<file path="config.mk">
export PLATFORM = sky130hd
export DESIGN_NAME = sbrs_top
export DESIGN_NICKNAME = d
export VERILOG_FILES = /design/src/hdl/sbrs_pkg.sv /design/src/hdl/sbrs_top.sv
export SDC_FILE = /design/constraint.sdc
export NUM_CORES = 1
export LEC_CHECK = 0
export BUFFER_PORTS_ARGS = -buffer_cell sky130_fd_sc_hd__buf_2
export CAP_MARGIN = 20
export CORE_UTILIZATION = 29
export DETAILED_ROUTE_END_ITERATION = 6
export HOLD_SLACK_MARGIN = 0.03
export PLACE_DENSITY = 0.58
export SYNTH_ARGS = -nofsm -noshare
export SYNTH_HDL_FRONTEND = slang
export SYNTH_SLANG_ARGS = --single-unit
</file>
<file path="constraint.sdc">
create_clock -name aclk -period 2.5 [get_ports aclk]
set_input_delay 0.375 -clock aclk [delete_from_list [all_inputs] [get_ports aclk]]
set_output_delay 0.375 -clock aclk [all_outputs]
set_load 0.02 [all_outputs]
</file>
<file path="src/hdl/sbrs_pkg.sv">
// package: register map, field positions, reset values and timing counts for the sequencer
package sbrs_pkg;
  localparam logic [15:0] SBRS_OFS_BRK_STATUS = 16'hFE00;
  localparam logic [15:0] SBRS_OFS_RST_SOURCE = 16'hFE01;
  localparam logic [15:0] SBRS_OFS_BRK_FLGCTL = 16'hFE03;
  localparam int          SBRS_BIT_EXIT_FLAG  = 1;
  localparam int          SBRS_BIT_CLR_EN     = 7;
  localparam int          SBRS_BIT_POWER_ON   = 7;
  localparam int          SBRS_BIT_PIN        = 6;
  localparam int          SBRS_BIT_WATCHDOG   = 5;
  localparam int          SBRS_BIT_BAD_OPCODE = 4;
  localparam int          SBRS_BIT_BAD_FETCH  = 3;
  localparam int          SBRS_BIT_LOW_VOLT   = 1;
  localparam logic [7:0]  SBRS_RST_SOURCE_RST = 8'h80;
  localparam logic [7:0]  SBRS_RST_SOURCE_MSK = 8'hFA;
  localparam int          SBRS_REC_LONG_CYC   = 4096;
  localparam int          SBRS_REC_SHORT_CYC  = 32;
  localparam logic [1:0]  SBRS_RESP_OKAY      = 2'h0;
  localparam logic [1:0]  SBRS_RESP_SLVERR    = 2'h2;

  // reset cause pulses from the chip, one bit per source
  typedef struct packed {
    logic power_on;
    logic pin;
    logic watchdog;
    logic bad_opcode;
    logic bad_fetch;
    logic low_volt;
  } sbrs_rst_t;

  // core status into the sequencer
  typedef struct packed {
    logic wait_exec;
    logic stop_exec;
    logic irq_pending;
    logic brk_req;
  } sbrs_core_t;

  typedef enum logic [1:0] {
    SBRS_RUN,
    SBRS_WAIT,
    SBRS_STOP,
    SBRS_RECOVER
  } sbrs_state_t;
endpackage

</file>
<file path="src/hdl/sbrs_top.sv">
// sequencer top: reset status, break handling, wait and stop sequencing, AXI4-Lite registers
//
// The implementer's own choice: the AXI4-Lite register port.
`timescale 1ns/1ns
`default_nettype none
module sbrs_top
  import sbrs_pkg::*;
#(
  parameter int REC_LONG  = SBRS_REC_LONG_CYC,
  parameter int REC_SHORT = SBRS_REC_SHORT_CYC
) (
  // clock and reset
  input  wire logic        aclk,
  input  wire logic        aresetn,
  // axi4-lite write address and data
  input  wire logic [31:0] s_axi_awaddr,
  input  wire logic        s_axi_awvalid,
  output logic             s_axi_awready,
  input  wire logic [31:0] s_axi_wdata,
  input  wire logic [3:0]  s_axi_wstrb,
  input  wire logic        s_axi_wvalid,
  output logic             s_axi_wready,
  output logic [1:0]       s_axi_bresp,
  output logic             s_axi_bvalid,
  input  wire logic        s_axi_bready,
  // axi4-lite read
  input  wire logic [31:0] s_axi_araddr,
  input  wire logic        s_axi_arvalid,
  output logic             s_axi_arready,
  output logic [31:0]      s_axi_rdata,
  output logic [1:0]       s_axi_rresp,
  output logic             s_axi_rvalid,
  input  wire logic        s_axi_rready,
  // reset causes, same-clock pulses
  input  wire sbrs_rst_t   rst_cause,
  input  wire logic        fetch_cycle,
  // core side
  input  wire sbrs_core_t  core_in,
  input  wire logic        short_stop_recovery,
  input  wire logic        watchdog_disable_bit,
  // controls toward core and peripherals
  output logic             sys_reset,
  output logic             force_swi_vector,
  output logic             clear_int_mask,
  output logic             stack_start,
  output logic             core_clk_en,
  output logic             periph_clk_en,
  output logic             clock_gen_output_en,
  output logic             watchdog_enable,
  output logic             break_mode,
  output logic             flag_clear_allow
);

  // ---- state
  sbrs_state_t st_r, st_nxt;
  logic [12:0] cnt_r, cnt_nxt;
  logic [7:0]  src_r, src_nxt;
  logic        exit_flag_r, exit_flag_nxt;
  logic        clr_en_r;
  logic        brk_r;
  logic        aw_hold_r, w_hold_r;
  logic [31:0] awaddr_r, wdata_r;
  logic        wstrb0_r;

  // ---- reset priority: any cause, no arbitration among them
  // equal reset priority
  wire any_rst = |{rst_cause.power_on, rst_cause.pin, rst_cause.watchdog,
                   rst_cause.bad_opcode, rst_cause.bad_fetch, rst_cause.low_volt};

  // ---- bus decode
  wire        wr_go   = aw_hold_r && w_hold_r && !s_axi_bvalid;
  wire [15:0] wa      = awaddr_r[17:2];
  wire [15:0] ra      = s_axi_araddr[17:2];
  wire        wr_bs   = wr_go && (wa == SBRS_OFS_BRK_STATUS);
  wire        wr_fc   = wr_go && (wa == SBRS_OFS_BRK_FLGCTL);
  wire        wr_ok   = (wa == SBRS_OFS_BRK_STATUS) || (wa == SBRS_OFS_RST_SOURCE)
                        || (wa == SBRS_OFS_BRK_FLGCTL);
  wire        rd_go   = s_axi_arvalid && s_axi_arready;
  wire        rd_bs   = (ra == SBRS_OFS_BRK_STATUS);
  wire        rd_rs   = (ra == SBRS_OFS_RST_SOURCE);
  wire        rd_fc   = (ra == SBRS_OFS_BRK_FLGCTL);
  wire        rd_ok   = rd_bs || rd_rs || rd_fc;
  wire [7:0]  rd_byte = rd_bs ? {6'h00, exit_flag_r, 1'b0} :
                        rd_rs ? src_r :
                        rd_fc ? {clr_en_r, 7'h00} : 8'h00;

  // ---- recovery length and mode
  wire [12:0] rec_len = short_stop_recovery ? 13'(REC_SHORT) : 13'(REC_LONG);
  // only a halted core is woken by break; recovery is already on its way out
  wire        low_pwr = (st_r == SBRS_WAIT) || (st_r == SBRS_STOP);

  // ---- reset source register next value
  always_comb begin
    src_nxt = src_r;
    if (rd_go && rd_rs) begin
      src_nxt = 8'h00;
    end
    if (any_rst) begin
      src_nxt[SBRS_BIT_PIN]        = src_nxt[SBRS_BIT_PIN] | rst_cause.pin;
      src_nxt[SBRS_BIT_WATCHDOG]   = src_nxt[SBRS_BIT_WATCHDOG] | rst_cause.watchdog;
      src_nxt[SBRS_BIT_BAD_OPCODE] = src_nxt[SBRS_BIT_BAD_OPCODE] | rst_cause.bad_opcode;
      src_nxt[SBRS_BIT_BAD_FETCH]  = src_nxt[SBRS_BIT_BAD_FETCH]
                                     | (rst_cause.bad_fetch & fetch_cycle);
      src_nxt[SBRS_BIT_LOW_VOLT]   = src_nxt[SBRS_BIT_LOW_VOLT] | rst_cause.low_volt;
    end
    if (rst_cause.power_on) begin
      src_nxt = SBRS_RST_SOURCE_RST;
    end
    src_nxt = src_nxt & SBRS_RST_SOURCE_MSK;
  end

  // ---- break exit flag next value
  always_comb begin
    exit_flag_nxt = exit_flag_r;
    if (wr_bs && wstrb0_r && !wdata_r[SBRS_BIT_EXIT_FLAG]) begin
      exit_flag_nxt = 1'b0;
    end
    if (core_in.brk_req && low_pwr) begin
      exit_flag_nxt = 1'b1;
    end
    if (any_rst) begin
      exit_flag_nxt = 1'b0;
    end
  end

  // ---- low-power state machine
  always_comb begin
    st_nxt  = st_r;
    cnt_nxt = cnt_r;
    case (st_r)
      SBRS_RUN: begin
        if (core_in.stop_exec) begin
          st_nxt  = SBRS_STOP;
          cnt_nxt = 13'h0000;
        end else if (core_in.wait_exec) begin
          st_nxt = SBRS_WAIT;
        end
      end
      SBRS_WAIT: begin
        if (core_in.irq_pending || core_in.brk_req) begin
          st_nxt = SBRS_RUN;
        end
      end
      SBRS_STOP: begin
        cnt_nxt = 13'h0000;
        if (core_in.irq_pending || core_in.brk_req) begin
          st_nxt = SBRS_RECOVER;
        end
      end
      SBRS_RECOVER: begin
        cnt_nxt = cnt_r + 13'h0001;
        if (cnt_r == rec_len - 13'h0001) begin
          st_nxt  = SBRS_RUN;
          cnt_nxt = 13'h0000;
        end
      end
      default: st_nxt = SBRS_RUN;
    endcase
    if (any_rst) begin
      st_nxt  = SBRS_RUN;
      cnt_nxt = 13'h0000;
    end
  end

  // ---- sequencer registers
  always_ff @(posedge aclk) begin
    if (!aresetn) begin
      st_r        <= SBRS_RUN;
      cnt_r       <= 13'h0000;
      src_r       <= SBRS_RST_SOURCE_RST;
      exit_flag_r <= 1'b0;
      brk_r       <= 1'b0;
    end else begin
      st_r        <= st_nxt;
      cnt_r       <= cnt_nxt;
      src_r       <= src_nxt;
      exit_flag_r <= exit_flag_nxt;
      brk_r       <= any_rst ? 1'b0 : core_in.brk_req;
    end
  end

  // ---- clear enable bit
  always_ff @(posedge aclk) begin
    if (!aresetn) begin
      clr_en_r <= 1'b0;
    end else if (any_rst) begin
      clr_en_r <= 1'b0;
    end else if (wr_fc && wstrb0_r) begin
      clr_en_r <= wdata_r[SBRS_BIT_CLR_EN];
    end
  end

  // ---- core and peripheral controls, all registered
  always_ff @(posedge aclk) begin
    if (!aresetn) begin
      sys_reset           <= 1'b1;
      force_swi_vector    <= 1'b0;
      clear_int_mask      <= 1'b0;
      stack_start         <= 1'b0;
      core_clk_en         <= 1'b1;
      periph_clk_en       <= 1'b1;
      clock_gen_output_en <= 1'b1;
      watchdog_enable     <= 1'b0;
      break_mode          <= 1'b0;
      flag_clear_allow    <= 1'b1;
    end else begin
      sys_reset           <= any_rst;
      force_swi_vector    <= core_in.brk_req && !any_rst;
      clear_int_mask      <= (core_in.wait_exec || core_in.stop_exec) && st_r == SBRS_RUN;
      stack_start         <= ((st_r == SBRS_WAIT && core_in.irq_pending)
                              || (st_r == SBRS_RECOVER && st_nxt == SBRS_RUN)) && !any_rst;
      core_clk_en         <= (st_nxt == SBRS_RUN);
      periph_clk_en       <= (st_nxt != SBRS_STOP);
      clock_gen_output_en <= (st_nxt != SBRS_STOP);
      watchdog_enable     <= !watchdog_disable_bit && (st_nxt != SBRS_STOP);
      break_mode          <= brk_r;
      flag_clear_allow    <= !brk_r || clr_en_r;
    end
  end

  // ---- axi write channel: capture address and data in either order
  always_ff @(posedge aclk) begin
    if (!aresetn) begin
      aw_hold_r    <= 1'b0;
      w_hold_r     <= 1'b0;
      awaddr_r     <= 32'h0000_0000;
      wdata_r      <= 32'h0000_0000;
      wstrb0_r     <= 1'b0;
      s_axi_bvalid <= 1'b0;
      s_axi_bresp  <= SBRS_RESP_OKAY;
    end else begin
      if (s_axi_awvalid && s_axi_awready) begin
        aw_hold_r <= 1'b1;
        awaddr_r  <= s_axi_awaddr;
      end
      if (s_axi_wvalid && s_axi_wready) begin
        w_hold_r <= 1'b1;
        wdata_r  <= s_axi_wdata;
        wstrb0_r <= s_axi_wstrb[0];
      end
      if (wr_go) begin
        aw_hold_r    <= 1'b0;
        w_hold_r     <= 1'b0;
        s_axi_bvalid <= 1'b1;
        s_axi_bresp  <= wr_ok ? SBRS_RESP_OKAY : SBRS_RESP_SLVERR;
      end else if (s_axi_bvalid && s_axi_bready) begin
        s_axi_bvalid <= 1'b0;
      end
    end
  end

  // ready while nothing is held for that channel
  always_ff @(posedge aclk) begin
    if (!aresetn) begin
      s_axi_awready <= 1'b0;
      s_axi_wready  <= 1'b0;
    end else begin
      s_axi_awready <= !aw_hold_r && !(s_axi_awvalid && s_axi_awready) && !wr_go;
      s_axi_wready  <= !w_hold_r && !(s_axi_wvalid && s_axi_wready) && !wr_go;
    end
  end

  // ---- axi read channel
  always_ff @(posedge aclk) begin
    if (!aresetn) begin
      s_axi_arready <= 1'b0;
      s_axi_rvalid  <= 1'b0;
      s_axi_rdata   <= 32'h0000_0000;
      s_axi_rresp   <= SBRS_RESP_OKAY;
    end else begin
      s_axi_arready <= !s_axi_rvalid && !rd_go && !s_axi_arready;
      if (rd_go) begin
        s_axi_rvalid <= 1'b1;
        s_axi_rdata  <= {24'h000000, rd_byte};
        s_axi_rresp  <= rd_ok ? SBRS_RESP_OKAY : SBRS_RESP_SLVERR;
      end else if (s_axi_rvalid && s_axi_rready) begin
        s_axi_rvalid <= 1'b0;
      end
    end
  end

  // ---- check helper: cycles spent in recovery, counted apart from the design counter
  logic [12:0] rec_seen_r;
  always_ff @(posedge aclk) begin
    if (!aresetn) begin
      rec_seen_r <= 13'h0000;
    end else if (st_r == SBRS_RECOVER) begin
      rec_seen_r <= rec_seen_r + 13'h0001;
    end else begin
      rec_seen_r <= 13'h0000;
    end
  end
endmodule
`default_nettype wire

</file>
==> metrics.txt <==
# TYPE chip_impl_metric gauge
chip_impl_info{name="outcome",value="finished, final reports clean"} 1
chip_impl_info{name="tritoncts",value="built"} 1
chip_impl_metric{name="io_buffers",unit=""} 77
chip_impl_metric{name="critPathMaxFanout",unit=""} 5
chip_impl_metric{name="detail_route.wirelength",unit="um"} 6820
chip_impl_metric{name="cts_hold_repair.buffers",unit=""} 0
chip_impl_metric{name="critical-path-max-stage-delay",unit="ps"} 430
chip_impl_metric{name="p_r_area_growth_vs_syn",unit="%"} 19.1
chip_impl_metric{name="critPathRequiredTime",unit="ps"} 2740
chip_impl_metric{name="mappedNetlistArea",unit="um^2"} 3110
chip_impl_metric{name="route.detailed.wl_per_inst",unit="um"} 11.8
chip_impl_metric{name="die_height",unit="um"} 106
chip_impl_metric{name="antenna-diode-count",unit=""} 0
chip_impl_metric{name="firstDrtPassIters",unit=""} 4
chip_impl_info{name="ctsRootBufferMaster",value="sky130_fd_sc_hd__clkbuf_8"} 1
chip_impl_info{name="synthFlopType",value="sky130_fd_sc_hd__dfxtp_1"} 1
chip_impl_metric{name="cts_buffers",unit=""} 9
chip_impl_metric{name="final-setup-viol-count",unit=""} 0
chip_impl_metric{name="drive_above_1_share",unit=""} 0.232
chip_impl_metric{name="overflow",unit=""} 0
chip_impl_metric{name="reg2reg_depth",unit=""} 7
chip_impl_info{name="critPathLaunch",value="st_r[0]"} 1
chip_impl_metric{name="post_cts.repair.setup_buffers",unit=""} 0
chip_impl_metric{name="ios",unit=""} 171
chip_impl_info{name="mostFrequentLayoutCells",value="sky130_fd_sc_hd__buf_2 (77), sky130_fd_sc_hd__dfxtp_1 (67), sky130_fd_sc_hd__nand2_1 (59), sky130_fd_sc_hd__conb_1 (28), sky130_fd_sc_hd__a21boi_0 (21)"} 1
chip_impl_metric{name="remaining_drc_errors",unit=""} 0
chip_impl_info{name="yosys.area.top_type",value="sky130_fd_sc_hd__dfxtp_1"} 1
chip_impl_metric{name="clkSinkCount",unit=""} 67
chip_impl_metric{name="p_leak",unit="nW"} 1.46
chip_impl_info{name="crit_path_cell_trace",value="inv_1, ha_1, nor2b_1, or2_1, or3_4, or3_1, a221oi_2"} 1
chip_impl_metric{name="max_freq",unit="GHz"} 0.453
chip_impl_metric{name="worst_ir_drop_vdd",unit="uV"} 280
chip_impl_info{name="grt_setup_unrepaired",value="no"} 1
chip_impl_metric{name="syn-mean-instance-area",unit="um^2"} 8.70
chip_impl_metric{name="grt_pass1_wl",unit="um"} 11300
chip_impl_metric{name="cells_after_synth",unit=""} 358
chip_impl_metric{name="cell_pwr_density",unit="nW/um^2"} 586
chip_impl_metric{name="final-hold-violation-count",unit=""} 0
chip_impl_metric{name="first_global_vias",unit=""} 2561
chip_impl_metric{name="drt-vias-per-instance",unit=""} 4.62
chip_impl_metric{name="clkSlewWorstSetupHoldPaths",unit="ps"} 70
chip_impl_metric{name="yosysUniqueCellTypes",unit=""} 53
chip_impl_metric{name="max-cap-violations",unit=""} 0
chip_impl_info{name="setup_crit_start_kind",value="register"} 1
chip_impl_metric{name="period_share",unit=""} 0.884
chip_impl_metric{name="post_layout_minimum_cycle_time",unit="ps"} 2210
chip_impl_info{name="dr.max_layer_used",value="met4"} 1
chip_impl_metric{name="num_vias",unit=""} 2663
chip_impl_metric{name="fin_nets",unit=""} 564
chip_impl_info{name="worst_path_max_delay_cell",value="sky130_fd_sc_hd__dfxtp_1"} 1
chip_impl_metric{name="count_of_state_elements_after_synthesis",unit=""} 67
chip_impl_metric{name="final-seq-area",unit="um^2"} 1340
chip_impl_metric{name="detail_route.wirelength.met1",unit="um"} 3210
chip_impl_metric{name="synth_edf_count",unit=""} 0
chip_impl_metric{name="initial_core_util",unit=""} 0.300
chip_impl_info{name="worstReg2RegEnd",value="cnt_r[12]"} 1
chip_impl_metric{name="setup_tns",unit="ps"} 0
chip_impl_metric{name="yosysWarningCount",unit=""} 0
chip_impl_metric{name="total_power",unit="W"} 0.00217
chip_impl_info{name="critical_path.endpoint",value="cnt_r[12]"} 1
chip_impl_metric{name="pin_count_of_the_biggest_net_entering_global_routing",unit=""} 38
chip_impl_metric{name="antenna_found_initial",unit=""} 0
chip_impl_metric{name="synth_seq_area_share",unit=""} 0.431
chip_impl_metric{name="data_arrival_time_of_the_critical_path",unit="ps"} 2450
chip_impl_metric{name="slew_viol_final",unit=""} 0
chip_impl_info{name="timing.hold.worst.class",value="in -> reg"} 1
chip_impl_metric{name="clk_latency",unit="ps"} 330
chip_impl_metric{name="ctsLongestPathBuffers",unit=""} 2
chip_impl_metric{name="worstMarginPinSlew",unit="ps"} 554
chip_impl_metric{name="routed-wl-met2",unit="um"} 3120
chip_impl_metric{name="post_cts_resize_count",unit=""} 0
chip_impl_metric{name="synthArstFlopShare",unit=""} 0
chip_impl_metric{name="clock_tree.htree_level_count",unit=""} 3
chip_impl_metric{name="placement_rows",unit=""} 37
chip_impl_info{name="mostFrequentLayoutCell",value="sky130_fd_sc_hd__buf_2"} 1
chip_impl_metric{name="floorplan.die_area",unit="um^2"} 11200
chip_impl_metric{name="netlist.area_leader.share",unit=""} 0.431
chip_impl_metric{name="multi_input_comb_area",unit="um^2"} 1560
chip_impl_info{name="setup.worst_path.class",value="reg -> reg"} 1
chip_impl_metric{name="met3WireLength",unit="um"} 369
chip_impl_metric{name="reg2reg_slack",unit="ps"} 290
chip_impl_metric{name="worst_clock_skew",unit="ps"} 7.41
chip_impl_metric{name="timing.max_slew.rel_slack",unit=""} 0.631
chip_impl_info{name="crit_path_end_kind",value="register"} 1
chip_impl_metric{name="grt_usage",unit=""} 0.126
chip_impl_metric{name="core_area",unit="um^2"} 10400
chip_impl_metric{name="floorplan.die.width",unit="um"} 106
chip_impl_metric{name="place.gp.congestion",unit=""} 0.782
chip_impl_metric{name="nFillCells",unit=""} 1133
chip_impl_metric{name="dpl.hpwl",unit="um"} 5170
chip_impl_info{name="netlist_top_cells_area",value="sky130_fd_sc_hd__dfxtp_1 (43%), sky130_fd_sc_hd__nand2_1 (7.1%), sky130_fd_sc_hd__buf_4 (7.0%)"} 1
chip_impl_info{name="r2r_start",value="st_r[0]"} 1
chip_impl_metric{name="antenna_violating_nets_post_route",unit=""} 0
chip_impl_metric{name="starting_drt_drc_count",unit=""} 136
==> layout make-up <==
class / instances / area share
Tap cell: 136 / 0.0459
Timing Repair Buffer: 81 / 0.112
Multi-Input combinational cell: 268 / 0.421
Sequential cell: 67 / 0.362
Clock inverter: 3 / 0.0108
Inverter: 10 / 0.0101
Clock buffer: 11 / 0.0381
==> logic make-up after synthesis <==
kind of cell	synth area share
other cells	0.00120
mux	0.00683
xor+xnor	0.00281
fa+ha+maj	0.0281
buf+inv	0.100
compound gates	0.176
flops	0.431
simple gates	0.254
==> Yosys cell counts (2+ instances only) <==
cell,n
sky130_fd_sc_hd__a32oi_1,2
sky130_fd_sc_hd__and2_1,6
sky130_fd_sc_hd__nor4_1,4
sky130_fd_sc_hd__nand4_1,4
sky130_fd_sc_hd__a21boi_0,21
sky130_fd_sc_hd__nand4b_1,2
sky130_fd_sc_hd__o21ai_0,9
sky130_fd_sc_hd__a22oi_1,8
sky130_fd_sc_hd__a21oi_1,17
sky130_fd_sc_hd__nand2_1,59
sky130_fd_sc_hd__nand3_1,15
sky130_fd_sc_hd__nand3b_1,2
sky130_fd_sc_hd__buf_6,2
sky130_fd_sc_hd__nor2_1,19
sky130_fd_sc_hd__buf_4,29
sky130_fd_sc_hd__clkbuf_1,8
sky130_fd_sc_hd__dfxtp_1,67
sky130_fd_sc_hd__and3_1,3
sky130_fd_sc_hd__nand2b_1,8
sky130_fd_sc_hd__or4_1,7
sky130_fd_sc_hd__a31oi_1,6
sky130_fd_sc_hd__inv_1,9
sky130_fd_sc_hd__ha_1,7
sky130_fd_sc_hd__nor2b_1,10
sky130_fd_sc_hd__o211ai_1,2
sky130_fd_sc_hd__or3_1,5
==> per-layer routing <==
layer	vias up	GRT usage
met4	0	0.0446
li1	1354	-
met3	10	0.0421
met1	1214	0.158
met5	-	0
met2	85	0.201
==> per-stage QoR <==
step	instances	utilization	hold WS [ps]	worst slack, ps	cell area [um^2]
after floorplan	385	-	421	378	3220
after global placement	562	0.340	436	335	3530
after detailed placement	562	0.340	443	304	3530
after CTS	576	0.358	249	317	3710
after global routing	576	0.358	245	181	3710
final	576	0.358	267	291	3710
==> power breakdown <==
group,switching (W),internal (W)
logic,0.000127,0.0000746
registers,0.0000178,0.00110
clock network,0.000382,0.000474
total,0.000527,0.00165
==> sequential cells by signal, indices dropped and copies added, names as in the netlist, 2 cells and up <==
register	cells
src_r	6
s_axi_rdata	6
wdata_r	2
awaddr_r	16
cnt_r	13
st_r	2
==> critical path: cells and delay by family, from the launching register on <==
family	cells	cell delay [ps]
compound gates	1	250
fa+ha+maj	1	220
buf+inv	1	120
flops	1	430
simple gates	4	1100
==> how the worst min path moves through the flow <==
stage / startpoint / to / cells after the start
after floorplan: clr_en_r / flag_clear_allow / 1
after global placement: src_r[7] / src_r[7] / 1
after detailed placement: src_r[7] / src_r[7] / 1
after CTS: rst_cause[3] / src_r[5] / 3
after global routing: rst_cause[3] / src_r[5] / 3
final: rst_cause[3] / src_r[5] / 3
Note: power is estimated with default switching activity, not from simulation.
